File: src/rtl/fmr_params.svh
// constants for the fan monitor readout and status bank
// Behaviour
// - fan1 low count byte readable, read-only
// - fan2 count: high byte first, then low
// - period counted in 100 kHz reference ticks
// - temp high byte: sign, then 2^6..2^0
// - remote low byte: three fraction bits, zeros
// - local low byte uses same layout
// - status read clears alarm bits 6..0, not bit7
// - persisting fault sets alarm bit again
// - bit7 nvm corrupt, cleared only write+reset
// - bit6 diode fault, never drives alert
// - bit5 die above local high setpoint
// - bit4 local above local overtemp setpoint
// - bits3,2 remote above high, overtemp setpoints
// - bits1,0 fan over threshold, stopped, overflow
// - fan1 high byte holds count bits 15..8
`ifndef FMR_PARAMS_SVH
`define FMR_PARAMS_SVH

`define FMR_ADDR_FAN1_HI 8'h52
`define FMR_ADDR_FAN1_LO 8'h53
`define FMR_ADDR_FAN2_HI 8'h54
`define FMR_ADDR_FAN2_LO 8'h55
`define FMR_ADDR_RTEMP_HI 8'h56
`define FMR_ADDR_RTEMP_LO 8'h57
`define FMR_ADDR_LTEMP_HI 8'h58
`define FMR_ADDR_LTEMP_LO 8'h59
`define FMR_ADDR_STATUS 8'h5a

`define FMR_BIT_NVM 7
`define FMR_BIT_DIODE 6
`define FMR_BIT_LHIGH 5
`define FMR_BIT_LOT 4
`define FMR_BIT_RHIGH 3
`define FMR_BIT_ROT 2
`define FMR_BIT_FAN2 1
`define FMR_BIT_FAN1 0

`define FMR_RESET_BYTE 8'h00
`define FMR_CLK_HZ 125000000
`define FMR_REF_HZ 100000
`define FMR_REF_DIV (`FMR_CLK_HZ / `FMR_REF_HZ)

`endif

File: src/rtl/fmr_pkg.sv
// types shared by the fan monitor readout bank
package fmr_pkg;
  typedef struct packed {
    logic valid;
    logic [10:0] value;
  } fmr_temp_s;

  typedef struct packed {
    logic en;
    logic [7:0] addr;
  } fmr_rd_s;
endpackage : fmr_pkg

File: src/rtl/fmr_readout.sv
// fan monitor readout and status register bank
`timescale 1ns/1ns
`include "fmr_params.svh"

module fmr_readout #(
  parameter int CNT_W = 16,
  parameter int REF_DIV = `FMR_REF_DIV
) (
  // clock and reset
  input wire logic clk_sys_i,
  input wire logic rst_i,
  // host register read port from the serial slave
  input fmr_pkg::fmr_rd_s rd_i,
  output logic [7:0] rd_data_o,
  output logic rd_valid_o,
  // tachometer pins and threshold
  input wire logic fan1_speed_input_i,
  input wire logic fan2_speed_input_i,
  input wire logic [CNT_W-1:0] count_threshold_i,
  // temperature samples (signed eighths) and setpoints (signed whole degrees)
  input fmr_pkg::fmr_temp_s remote_temp_i,
  input fmr_pkg::fmr_temp_s local_temp_i,
  input wire logic [7:0] local_high_sp_i,
  input wire logic [7:0] local_ot_sp_i,
  input wire logic [7:0] remote_high_sp_i,
  input wire logic [7:0] remote_ot_sp_i,
  // fault sources
  input wire logic diode_fault_i,
  input wire logic nvm_corrupt_i,
  input wire logic nvm_write_ok_i,
  input wire logic soft_reset_i,
  // temperature alert
  output logic alert_o
);
  import fmr_pkg::*;

  // ---------------- reference tick ----------------
  logic [15:0] ref_cnt_r, ref_cnt_nxt;
  logic tick_r, tick_nxt;

  always_comb begin
    tick_nxt = 1'b0;
    ref_cnt_nxt = ref_cnt_r + 16'h0001;
    if (ref_cnt_r == 16'(REF_DIV - 1)) begin
      ref_cnt_nxt = 16'h0000;
      tick_nxt = 1'b1;
    end
  end

  always_ff @(posedge clk_sys_i or posedge rst_i) begin
    if (rst_i) begin
      ref_cnt_r <= 16'h0000;
      tick_r <= 1'b0;
    end else begin
      ref_cnt_r <= ref_cnt_nxt;
      tick_r <= tick_nxt;
    end
  end

  // ---------------- tachometer period counters ----------------
  logic [1:0] tach_in;
  logic [CNT_W-1:0] fan_count [2];
  logic [1:0] fan_ovf;
  assign tach_in = {fan2_speed_input_i, fan1_speed_input_i};

  genvar g;
  generate
    for (g = 0; g < 2; g++) begin : g_tach
      logic prev_r, prev_nxt;
      logic ovf_r, ovf_nxt;
      logic [CNT_W-1:0] acc_r, acc_nxt;
      logic [CNT_W-1:0] cnt_r, cnt_nxt;
      logic sat;
      assign sat = &acc_r;

      always_comb begin
        prev_nxt = tach_in[g];
        acc_nxt = acc_r;
        ovf_nxt = ovf_r;
        cnt_nxt = cnt_r;
        if (tick_r && !sat) begin
          acc_nxt = acc_r + CNT_W'(1);
        end
        // a stopped fan saturates and reports full scale
        if (tick_r && sat) begin
          ovf_nxt = 1'b1;
          cnt_nxt = '1;
        end
        // a tick in the edge cycle still belongs to the ending period
        // whole count published at once
        if (tach_in[g] && !prev_r) begin
          cnt_nxt = (ovf_r || sat) ? '1 : acc_nxt;
          ovf_nxt = 1'b0;
          acc_nxt = '0;
        end
      end

      always_ff @(posedge clk_sys_i or posedge rst_i) begin
        if (rst_i) begin
          prev_r <= 1'b0;
          ovf_r <= 1'b0;
          acc_r <= '0;
          cnt_r <= '0;
        end else begin
          prev_r <= prev_nxt;
          ovf_r <= ovf_nxt;
          acc_r <= acc_nxt;
          cnt_r <= cnt_nxt;
        end
      end

      assign fan_count[g] = cnt_r;
      assign fan_ovf[g] = ovf_r;
    end
  endgenerate

  // ---------------- helpers ----------------
  function automatic logic temp_above(input logic [10:0] t, input logic [7:0] sp);
    temp_above = $signed(t) > $signed({sp, 3'b000});
  endfunction : temp_above

  function automatic logic is_rd(input fmr_rd_s r, input logic [7:0] a);
    is_rd = r.en && (r.addr == a);
  endfunction : is_rd

  // ---------------- readout registers ----------------
  logic [10:0] rtemp_r, rtemp_nxt;
  logic [10:0] ltemp_r, ltemp_nxt;
  logic [7:0] status_r, status_nxt;
  logic nvm_wrok_r, nvm_wrok_nxt;
  logic [7:0] shadow_r [4];
  logic [7:0] shadow_nxt [4];
  logic [3:0] hold_r, hold_nxt;
  logic [7:0] rd_data_nxt;
  logic alert_nxt;
  logic [7:0] cond;
  logic [7:0] hi_byte [4];
  logic [7:0] lo_byte [4];
  logic [7:0] hi_addr [4];
  logic [7:0] lo_addr [4];

  assign hi_addr = '{`FMR_ADDR_FAN1_HI, `FMR_ADDR_FAN2_HI, `FMR_ADDR_RTEMP_HI,
                     `FMR_ADDR_LTEMP_HI};
  assign lo_addr = '{`FMR_ADDR_FAN1_LO, `FMR_ADDR_FAN2_LO, `FMR_ADDR_RTEMP_LO,
                     `FMR_ADDR_LTEMP_LO};
  // sign and integer bits in high byte
  assign hi_byte = '{fan_count[0][15:8], fan_count[1][15:8], rtemp_r[10:3], ltemp_r[10:3]};
  // fraction bits on top, zeros below
  assign lo_byte = '{fan_count[0][7:0], fan_count[1][7:0], {rtemp_r[2:0], 5'b0_0000},
                     {ltemp_r[2:0], 5'b0_0000}};

  always_comb begin
    cond = 8'h00;
    cond[`FMR_BIT_DIODE] = diode_fault_i;
    cond[`FMR_BIT_LHIGH] = temp_above(ltemp_r, local_high_sp_i);
    cond[`FMR_BIT_LOT] = temp_above(ltemp_r, local_ot_sp_i);
    cond[`FMR_BIT_RHIGH] = temp_above(rtemp_r, remote_high_sp_i);
    cond[`FMR_BIT_ROT] = temp_above(rtemp_r, remote_ot_sp_i);
    cond[`FMR_BIT_FAN2] = (fan_count[1] > count_threshold_i) || fan_ovf[1];
    cond[`FMR_BIT_FAN1] = (fan_count[0] > count_threshold_i) || fan_ovf[0];
  end

  always_comb begin
    rtemp_nxt = remote_temp_i.valid ? remote_temp_i.value : rtemp_r;
    ltemp_nxt = local_temp_i.valid ? local_temp_i.value : ltemp_r;
    // read clears, condition sets; set wins
    status_nxt[6:0] = cond[6:0] |
      (status_r[6:0] & {7{!is_rd(rd_i, `FMR_ADDR_STATUS)}});
    // corrupt flag ignores reads; clear needs write then reset
    nvm_wrok_nxt = (nvm_wrok_r || nvm_write_ok_i) && !nvm_corrupt_i;
    status_nxt[`FMR_BIT_NVM] = status_r[`FMR_BIT_NVM];
    if (soft_reset_i && nvm_wrok_r) begin
      status_nxt[`FMR_BIT_NVM] = 1'b0;
      nvm_wrok_nxt = 1'b0;
    end
    if (nvm_corrupt_i) begin
      status_nxt[`FMR_BIT_NVM] = 1'b1;
    end
    // unmapped or write addresses read zero
    rd_data_nxt = `FMR_RESET_BYTE;
    if (is_rd(rd_i, `FMR_ADDR_STATUS)) begin
      rd_data_nxt = status_r;
    end
    hold_nxt = hold_r;
    shadow_nxt = shadow_r;
    for (int i = 0; i < 4; i++) begin
      // high read freezes the paired low byte
      if (is_rd(rd_i, hi_addr[i])) begin
        rd_data_nxt = hi_byte[i];
        shadow_nxt[i] = lo_byte[i];
        hold_nxt[i] = 1'b1;
      end
      if (is_rd(rd_i, lo_addr[i])) begin
        rd_data_nxt = hold_r[i] ? shadow_r[i] : lo_byte[i];
        hold_nxt[i] = 1'b0;
      end
    end
    // only temperature alarms reach the alert pin
    alert_nxt = |status_nxt[`FMR_BIT_LHIGH:`FMR_BIT_ROT];
  end

  always_ff @(posedge clk_sys_i or posedge rst_i) begin
    if (rst_i) begin
      rtemp_r <= 11'h000;
      ltemp_r <= 11'h000;
      status_r <= `FMR_RESET_BYTE;
      nvm_wrok_r <= 1'b0;
      hold_r <= 4'h0;
      shadow_r <= '{default: `FMR_RESET_BYTE};
      rd_data_o <= `FMR_RESET_BYTE;
      rd_valid_o <= 1'b0;
      alert_o <= 1'b0;
    end else begin
      rtemp_r <= rtemp_nxt;
      ltemp_r <= ltemp_nxt;
      status_r <= status_nxt;
      nvm_wrok_r <= nvm_wrok_nxt;
      hold_r <= hold_nxt;
      shadow_r <= shadow_nxt;
      rd_data_o <= rd_data_nxt;
      rd_valid_o <= rd_i.en;
      alert_o <= alert_nxt;
    end
  end

  logic status_rd;
  assign status_rd = is_rd(rd_i, `FMR_ADDR_STATUS);

  // reference for the pair check: remote low byte seen at the last high read
  logic [7:0] snap_lo_r, snap_lo_nxt;
  logic snap_pend_r, snap_pend_nxt;

  always_comb begin
    snap_lo_nxt = snap_lo_r;
    snap_pend_nxt = snap_pend_r;
    if (is_rd(rd_i, `FMR_ADDR_RTEMP_HI)) begin
      snap_lo_nxt = {rtemp_r[2:0], 5'b0_0000};
      snap_pend_nxt = 1'b1;
    end
    if (is_rd(rd_i, `FMR_ADDR_RTEMP_LO)) begin
      snap_pend_nxt = 1'b0;
    end
  end

  always_ff @(posedge clk_sys_i or posedge rst_i) begin
    if (rst_i) begin
      snap_lo_r <= 8'h00;
      snap_pend_r <= 1'b0;
    end else begin
      snap_lo_r <= snap_lo_nxt;
      snap_pend_r <= snap_pend_nxt;
    end
  end
endmodule : fmr_readout

File: config.mk
export PLATFORM = sky130hd
export DESIGN_NAME = fmr_readout
export DESIGN_NICKNAME = d
export VERILOG_FILES = /design/src/rtl/fmr_pkg.sv /design/src/rtl/fmr_readout.sv
export VERILOG_INCLUDE_DIRS = /design/src /design/src/rtl
export SDC_FILE = /design/constraint.sdc
export NUM_CORES = 1
export LEC_CHECK = 0
export BUFFER_PORTS_ARGS = -buffer_cell sky130_fd_sc_hd__buf_2
export CAP_MARGIN = 30
export CORE_MARGIN = 1
export CORE_UTILIZATION = 64
export CTS_CLUSTER_SIZE = 25
export DETAILED_ROUTE_END_ITERATION = 8
export HOLD_SLACK_MARGIN = 0.02
export PLACE_DENSITY = 0.85
export SYNTH_ARGS = -nofsm -noshare
export SYNTH_HDL_FRONTEND = slang
export SYNTH_SLANG_ARGS = --single-unit
File: constraint.sdc
create_clock -name clk_sys_i -period 12.98 [get_ports clk_sys_i]
set_clock_uncertainty 0.05 [all_clocks]
set_input_delay 1.298 -clock clk_sys_i [delete_from_list [all_inputs] [get_ports clk_sys_i]]
set_output_delay 1.298 -clock clk_sys_i [all_outputs]
set_load 0.02 [all_outputs]
==> After elaboration in Yosys (flattened, before gate mapping) <==
Index checks and enable logic that the tools add are counted.
{ "classes": {"add_sub_neg": 3, "n_lt_le_gt_ge": 6, "n_eq_ne": 10, "muxes": 40, "n_bitwise": 2, "n_reduce_logical": 38} }
{ "op_table": {"columns": ["cell", "n"], "rows": [
  ["$mux 16", 11],
  ["$mux 8", 13],
  ["$eq 8x7->1 const B", 9],
  ["$add 16x1->16 const B", 3],
  ["$gt 11x11->1", 4],
  ["$gt 16x16->1", 2],
  ["$reduce_and 16->1", 2],
  ["$logic_and 1x1->1", 17],
  ["$eq 16x11->1 const B", 1],
  ["$mux 1", 16],
  ["$reduce_bool 2->1", 7],
  ["$and 7x7->7", 1],
  ["$or 7x7->7", 1],
  ["$logic_not 1->1", 6],
  ["$logic_or 1x1->1", 5],
  ["$reduce_or 4->1", 1]
]} }
{ "word_totals": {"ff_bits": 152, "in_bits": 89, "out_inout_bits": 10, "wordCells": 125} }

==> Logic depth before layout (Yosys ltp) <==
{ "logic_depth": {"word_depth": 11, "depth_mapped": 7, "depth_no_buf": 7} }

==> Worst setup path after synthesis <==
Ideal clock, no wire load.
{ "synth_path": {"path_type": "input port to flip-flop", "startpoint": "input port rd_i[5] (netlist bit)", "endpoint": "register alert_o", "setup_ns": 0.139, "arrival_ns": 2.924, "required_time_ns": 12.791, "setup_slack_ns": 9.867, "stages": 5, "path_buffers": 1, "cell_sequence": "nand4b_4 or4_1 buf_2 a221o_1 or4_1"} }
{ "synth_via": {"elab_chain_len": 6} }
{ "synth_lines": {"columns": ["element", "line_no", "text"], "rows": [
  ["start, declared", "fmr_readout.sv:13", "input fmr_pkg::fmr_rd_s rd_i,"],
  ["$eq 8x7->1", null, null],
  ["$logic_and 1x1->1", null, null],
  ["$logic_not 1->1", "fmr_readout.sv:168", "(status_r[6:0] & {7{!is_rd(rd_i, `FMR_ADDR_STATUS)}});"],
  ["$and 7x7->7", "fmr_readout.sv:168", null],
  ["$or 7x7->7", "fmr_readout.sv:167", "status_nxt[6:0] = cond[6:0] |"],
  ["via status_nxt[5]", "fmr_readout.sv:129", "logic [7:0] status_r, status_nxt;"],
  ["$reduce_or 4->1", "fmr_readout.sv:199", "alert_nxt = |status_nxt[`FMR_BIT_LHIGH:`FMR_BIT_ROT];"],
  ["via alert_nxt", "fmr_readout.sv:135", "logic alert_nxt;"],
  ["end signal, assigned", "fmr_readout.sv:222", "alert_o <= alert_nxt;"],
  ["end, declared", "fmr_readout.sv:33", "output logic alert_o"]
]} }
The timed path passes the listed nets, and every way through them passes these cells.
A chain may end at the register's enable or synchronous reset.

==> Final worst setup path <==
{ "layout_path": {"startpoint": "input port rd_i[0] (netlist bit)", "endpoint": "register alert_o"} }
The elaborated chain is that of the path after synthesis.

==> metrics.md <==
| Metric | Value |
|---|---|
| Multi-input gate area | `4460 sq um` |
| Tot GR Track Use | `0.317` |
| Pin count of the biggest net entering global routing | `90` |
| WP data required | `13210 ps` |
| Most common cell in the netlist | `dfrtp_1` |
| CP startpoint | `rd_i[0]` |
| Clock buffer depth | `2` |
| Core area | `12900 sq um` |
| Final hold violation count | `0` |
| Placer Congestion | `0.935` |
| Post-synth EDFFs | `0` |
| Post-CTS Resized | `0` |
| Yosys top cell area share | `0.443` |
| Max-cap violation count | `0` |
| Layout Utilization | `0.766` |
| CP arrival | `3420 ps` |
| Clock slew seen by the registers of the worst setup and hold paths | `60 ps` |
| Hold crit path type | `register to register` |
| Area after DPL | `9240 sq um` |
| CP max FO | `30` |
| Critical path capture point | `alert_o` |
| Starting density of the core | `0.667` |
| Min Tclk post-route | `3190 ps` |
| Worst Tran Pin Value | `784 ps` |
| Post-synthesis sequential area ratio | `0.443` |
| Asr flop ratio synth | `1.00` |
| Worst R2R Setup Slack | `10510 ps` |
| CTS tree | `yes` |
| Global route overflow | `0` |
| Pre-antenna DRT Iters | `5` |
| Die span in x | `118 microns` |
| Root Driver | `clkbuf_16` |
| Design area | `9860 sq um` |
| Synth area leaders | `dfrtp_1 (44%), ha_1 (9.9%), mux2_2 (6.0%), nor2_1 (4.9%), a21oi_1 (4.1%)` |
| Layout cells sized above 1 | `0.194` |
| Leakage power figure | `4.77 nW` |
| Filler Cell Count | `883` |
| H-tree depth | `4` |
| VDD IR max | `0.000103 V` |
| Final WS setup | `9790 ps` |
| Hold-fix buffers, CTS | `0` |
| Synth Warn # | `0` |
| Worst-case reg-to-reg path depth | `5` |
| Type of the worst setup path | `input pin to register` |
| Area grow syn2layout | `14.7%` |
| Remaining DRCs | `0` |
| Crit end category | `register` |
| Routed Antenna Nets | `0` |
| Outcome | `completed` |
| Vias in the first global route | `7091` |
| Via Count | `7027` |
| PD cells | `122 nW/um^2` |
| Hold depth | `2` |
| Count of cell types in the netlist | `57` |
| Register area | `3800 sq um` |
| Initial antenna violation count | `1` |
| Reg2reg end | `g_tach[1].cnt_r[14]` |
| RR Startpoint | `tick_r` |
| Flops & latches, synth | `152` |
| Final #Nets | `1134` |
| Syn_nets | `1040` |
| Min Hold Slack | `428 ps` |
| DRT iter0 DRCs | `585` |
| DIE HEIGHT | `118 microns` |
| Mapped cell area | `8590 sq um` |
| Final setup vio count | `0` |
| First-pass GRT wire length | `34.5 mm` |
| Pre-CTS setup slack | `9400 ps` |
| Syn Area/Cell | `9.73 sq um` |
| Slew margin rel. | `0.477` |
| Clock sink count | `152` |
| Postcts setup bufs | `0` |
| Unrepaired setup endpoints after global routing | `no` |
| Main flop type after synthesis | `dfrtp_1` |
| IO Pins | `99` |
| Synth top cells by count | `dfrtp_1 (152), nor2_1 (113), a21oi_1 (70)` |
| Hpwl dp | `15.0 mm` |
| Syn Inst Count | `883` |
| Row Count | `41` |
| Cell taking the most area after synthesis | `dfrtp_1` |
| Setup TNS | `0 ps` |
| Cts bufs inserted | `17` |
| Max-slew violations | `0` |
| DR vias/cell | `6.04` |
| Routed WL | `20.5 mm` |
| Die area | `13900 sq um` |
| Port bufs | `98` |
| Clock latency on the worst-skew pair | `430 ps` |
| WL/cell | `17.7 microns` |
| Final Cycle Share | `0.246` |
| Startpoint Class | `input pin` |
| Max Freq | `0.314 GHz` |
per-stage QoR:
step / instances / power [mW]
after CTS: 1162 / 1.20
after floorplan: 883 / 0.636
after global routing: 1163 / 1.25
final: 1163 / 1.20
after global placement: 1128 / 0.684
after detailed placement: 1130 / 0.692
worst max-delay path, stage by stage:
cell and delay [ps]:
buf_2 260, nand2b_1 240, or4_1 680, a221o_1 430, or4_1 510
cell type report:
type	instances	area share
tap	172	0.0218
timing repair buffer	103	0.0536
sequential	152	0.386
clock buffer	20	0.0463
antenna	1	0.000254
multi-input combinational	643	0.452
clock inverter	12	0.0166
inverter	60	0.0234
cell families (layout without fill, tap and decap cells):
logic type               Yosys count  after routing  synth area share
AND/OR/NAND/NOR                  310            310             0.178
AO/OA/AOI/OAI                    161            161             0.119
flip-flops                       152            152             0.443
buffers and inverters             88            195            0.0387
adder cells (fa/ha/maj)           68             68            0.0990
multiplexers                      68             68            0.0859
XOR/XNOR                          36             36            0.0367
other                              0              1                 0
per-layer routing:
metal,global-route usage,vias to the layer above,wire length [microns],share of wire
li1,-,3344,-,-
met2,0.527,266,9820,0.48
met1,0.405,3369,8890,0.43
met3,0.0707,48,1310,0.064
met5,0,-,0,0
met4,0.118,0,521,0.025
placed cells by master, fill, tap and decap left out, types with 4 or more instances in the layout:
| cell | synthesis | routed |
|---|---|---|
| and3_1 | 13 | 13 |
| nor2b_1 | 10 | 10 |
| nand2_1 | 63 | 63 |
| xor2_1 | 20 | 20 |
| buf_4 | 0 | 5 |
| a31oi_1 | 6 | 6 |
| buf_2 | 2 | 98 |
| dfrtp_1 | 152 | 152 |
| nor4b_1 | 4 | 4 |
| ha_1 | 68 | 68 |
| inv_6 | 0 | 4 |
| a211oi_1 | 5 | 5 |
| mux2i_1 | 22 | 22 |
| clkbuf_16 | 0 | 17 |
| or2_2 | 5 | 5 |
| nor3_1 | 8 | 8 |
| a21o_1 | 6 | 6 |
| clkinv_4 | 0 | 4 |
| mux2_2 | 46 | 46 |
| nor3b_1 | 5 | 5 |
| o21ai_0 | 23 | 23 |
| and4_1 | 6 | 6 |
| a221o_1 | 4 | 4 |
| nor4_1 | 5 | 5 |
| inv_1 | 60 | 59 |
| nand4b_1 | 4 | 4 |
| o221ai_1 | 4 | 4 |
| nand4_1 | 23 | 23 |
| a21oi_1 | 70 | 70 |
| o22a_1 | 5 | 5 |
| xnor2_1 | 16 | 16 |
| nand2b_1 | 12 | 12 |
| nor2_1 | 113 | 113 |
| a22oi_1 | 7 | 7 |
| nand3_1 | 28 | 28 |
power by group:
part	internal [mW]	switching (mW)	total [mW]
Sequential	0.499	0.0327	0.532
Clock	0.315	0.199	0.514
Combinational	0.0708	0.0850	0.156
Total	0.885	0.317	1.20
state kept, by name (all words and copies together) (netlist names), 2 cells and up:
register       cells
g_tach.prev_r      2
shadow_r          22
rd_data_o          8
ltemp_r           11
g_tach.ovf_r       2
rtemp_r           11
hold_r             4
ref_cnt_r         16
status_r           8
g_tach.cnt_r      32
g_tach.acc_r      32
worst min-delay path by stage:
stage	start	end	slack [ps]
detailed placement	shadow_r[5]	shadow_r[5]	420
finish	shadow_r[5]	shadow_r[5]	430
floorplan	shadow_r[6]	shadow_r[6]	390
global placement	shadow_r[5]	shadow_r[5]	400
global route	shadow_r[5]	shadow_r[5]	450
CTS	shadow_r[5]	shadow_r[5]	430
Power figures use the tool's default switching activity.
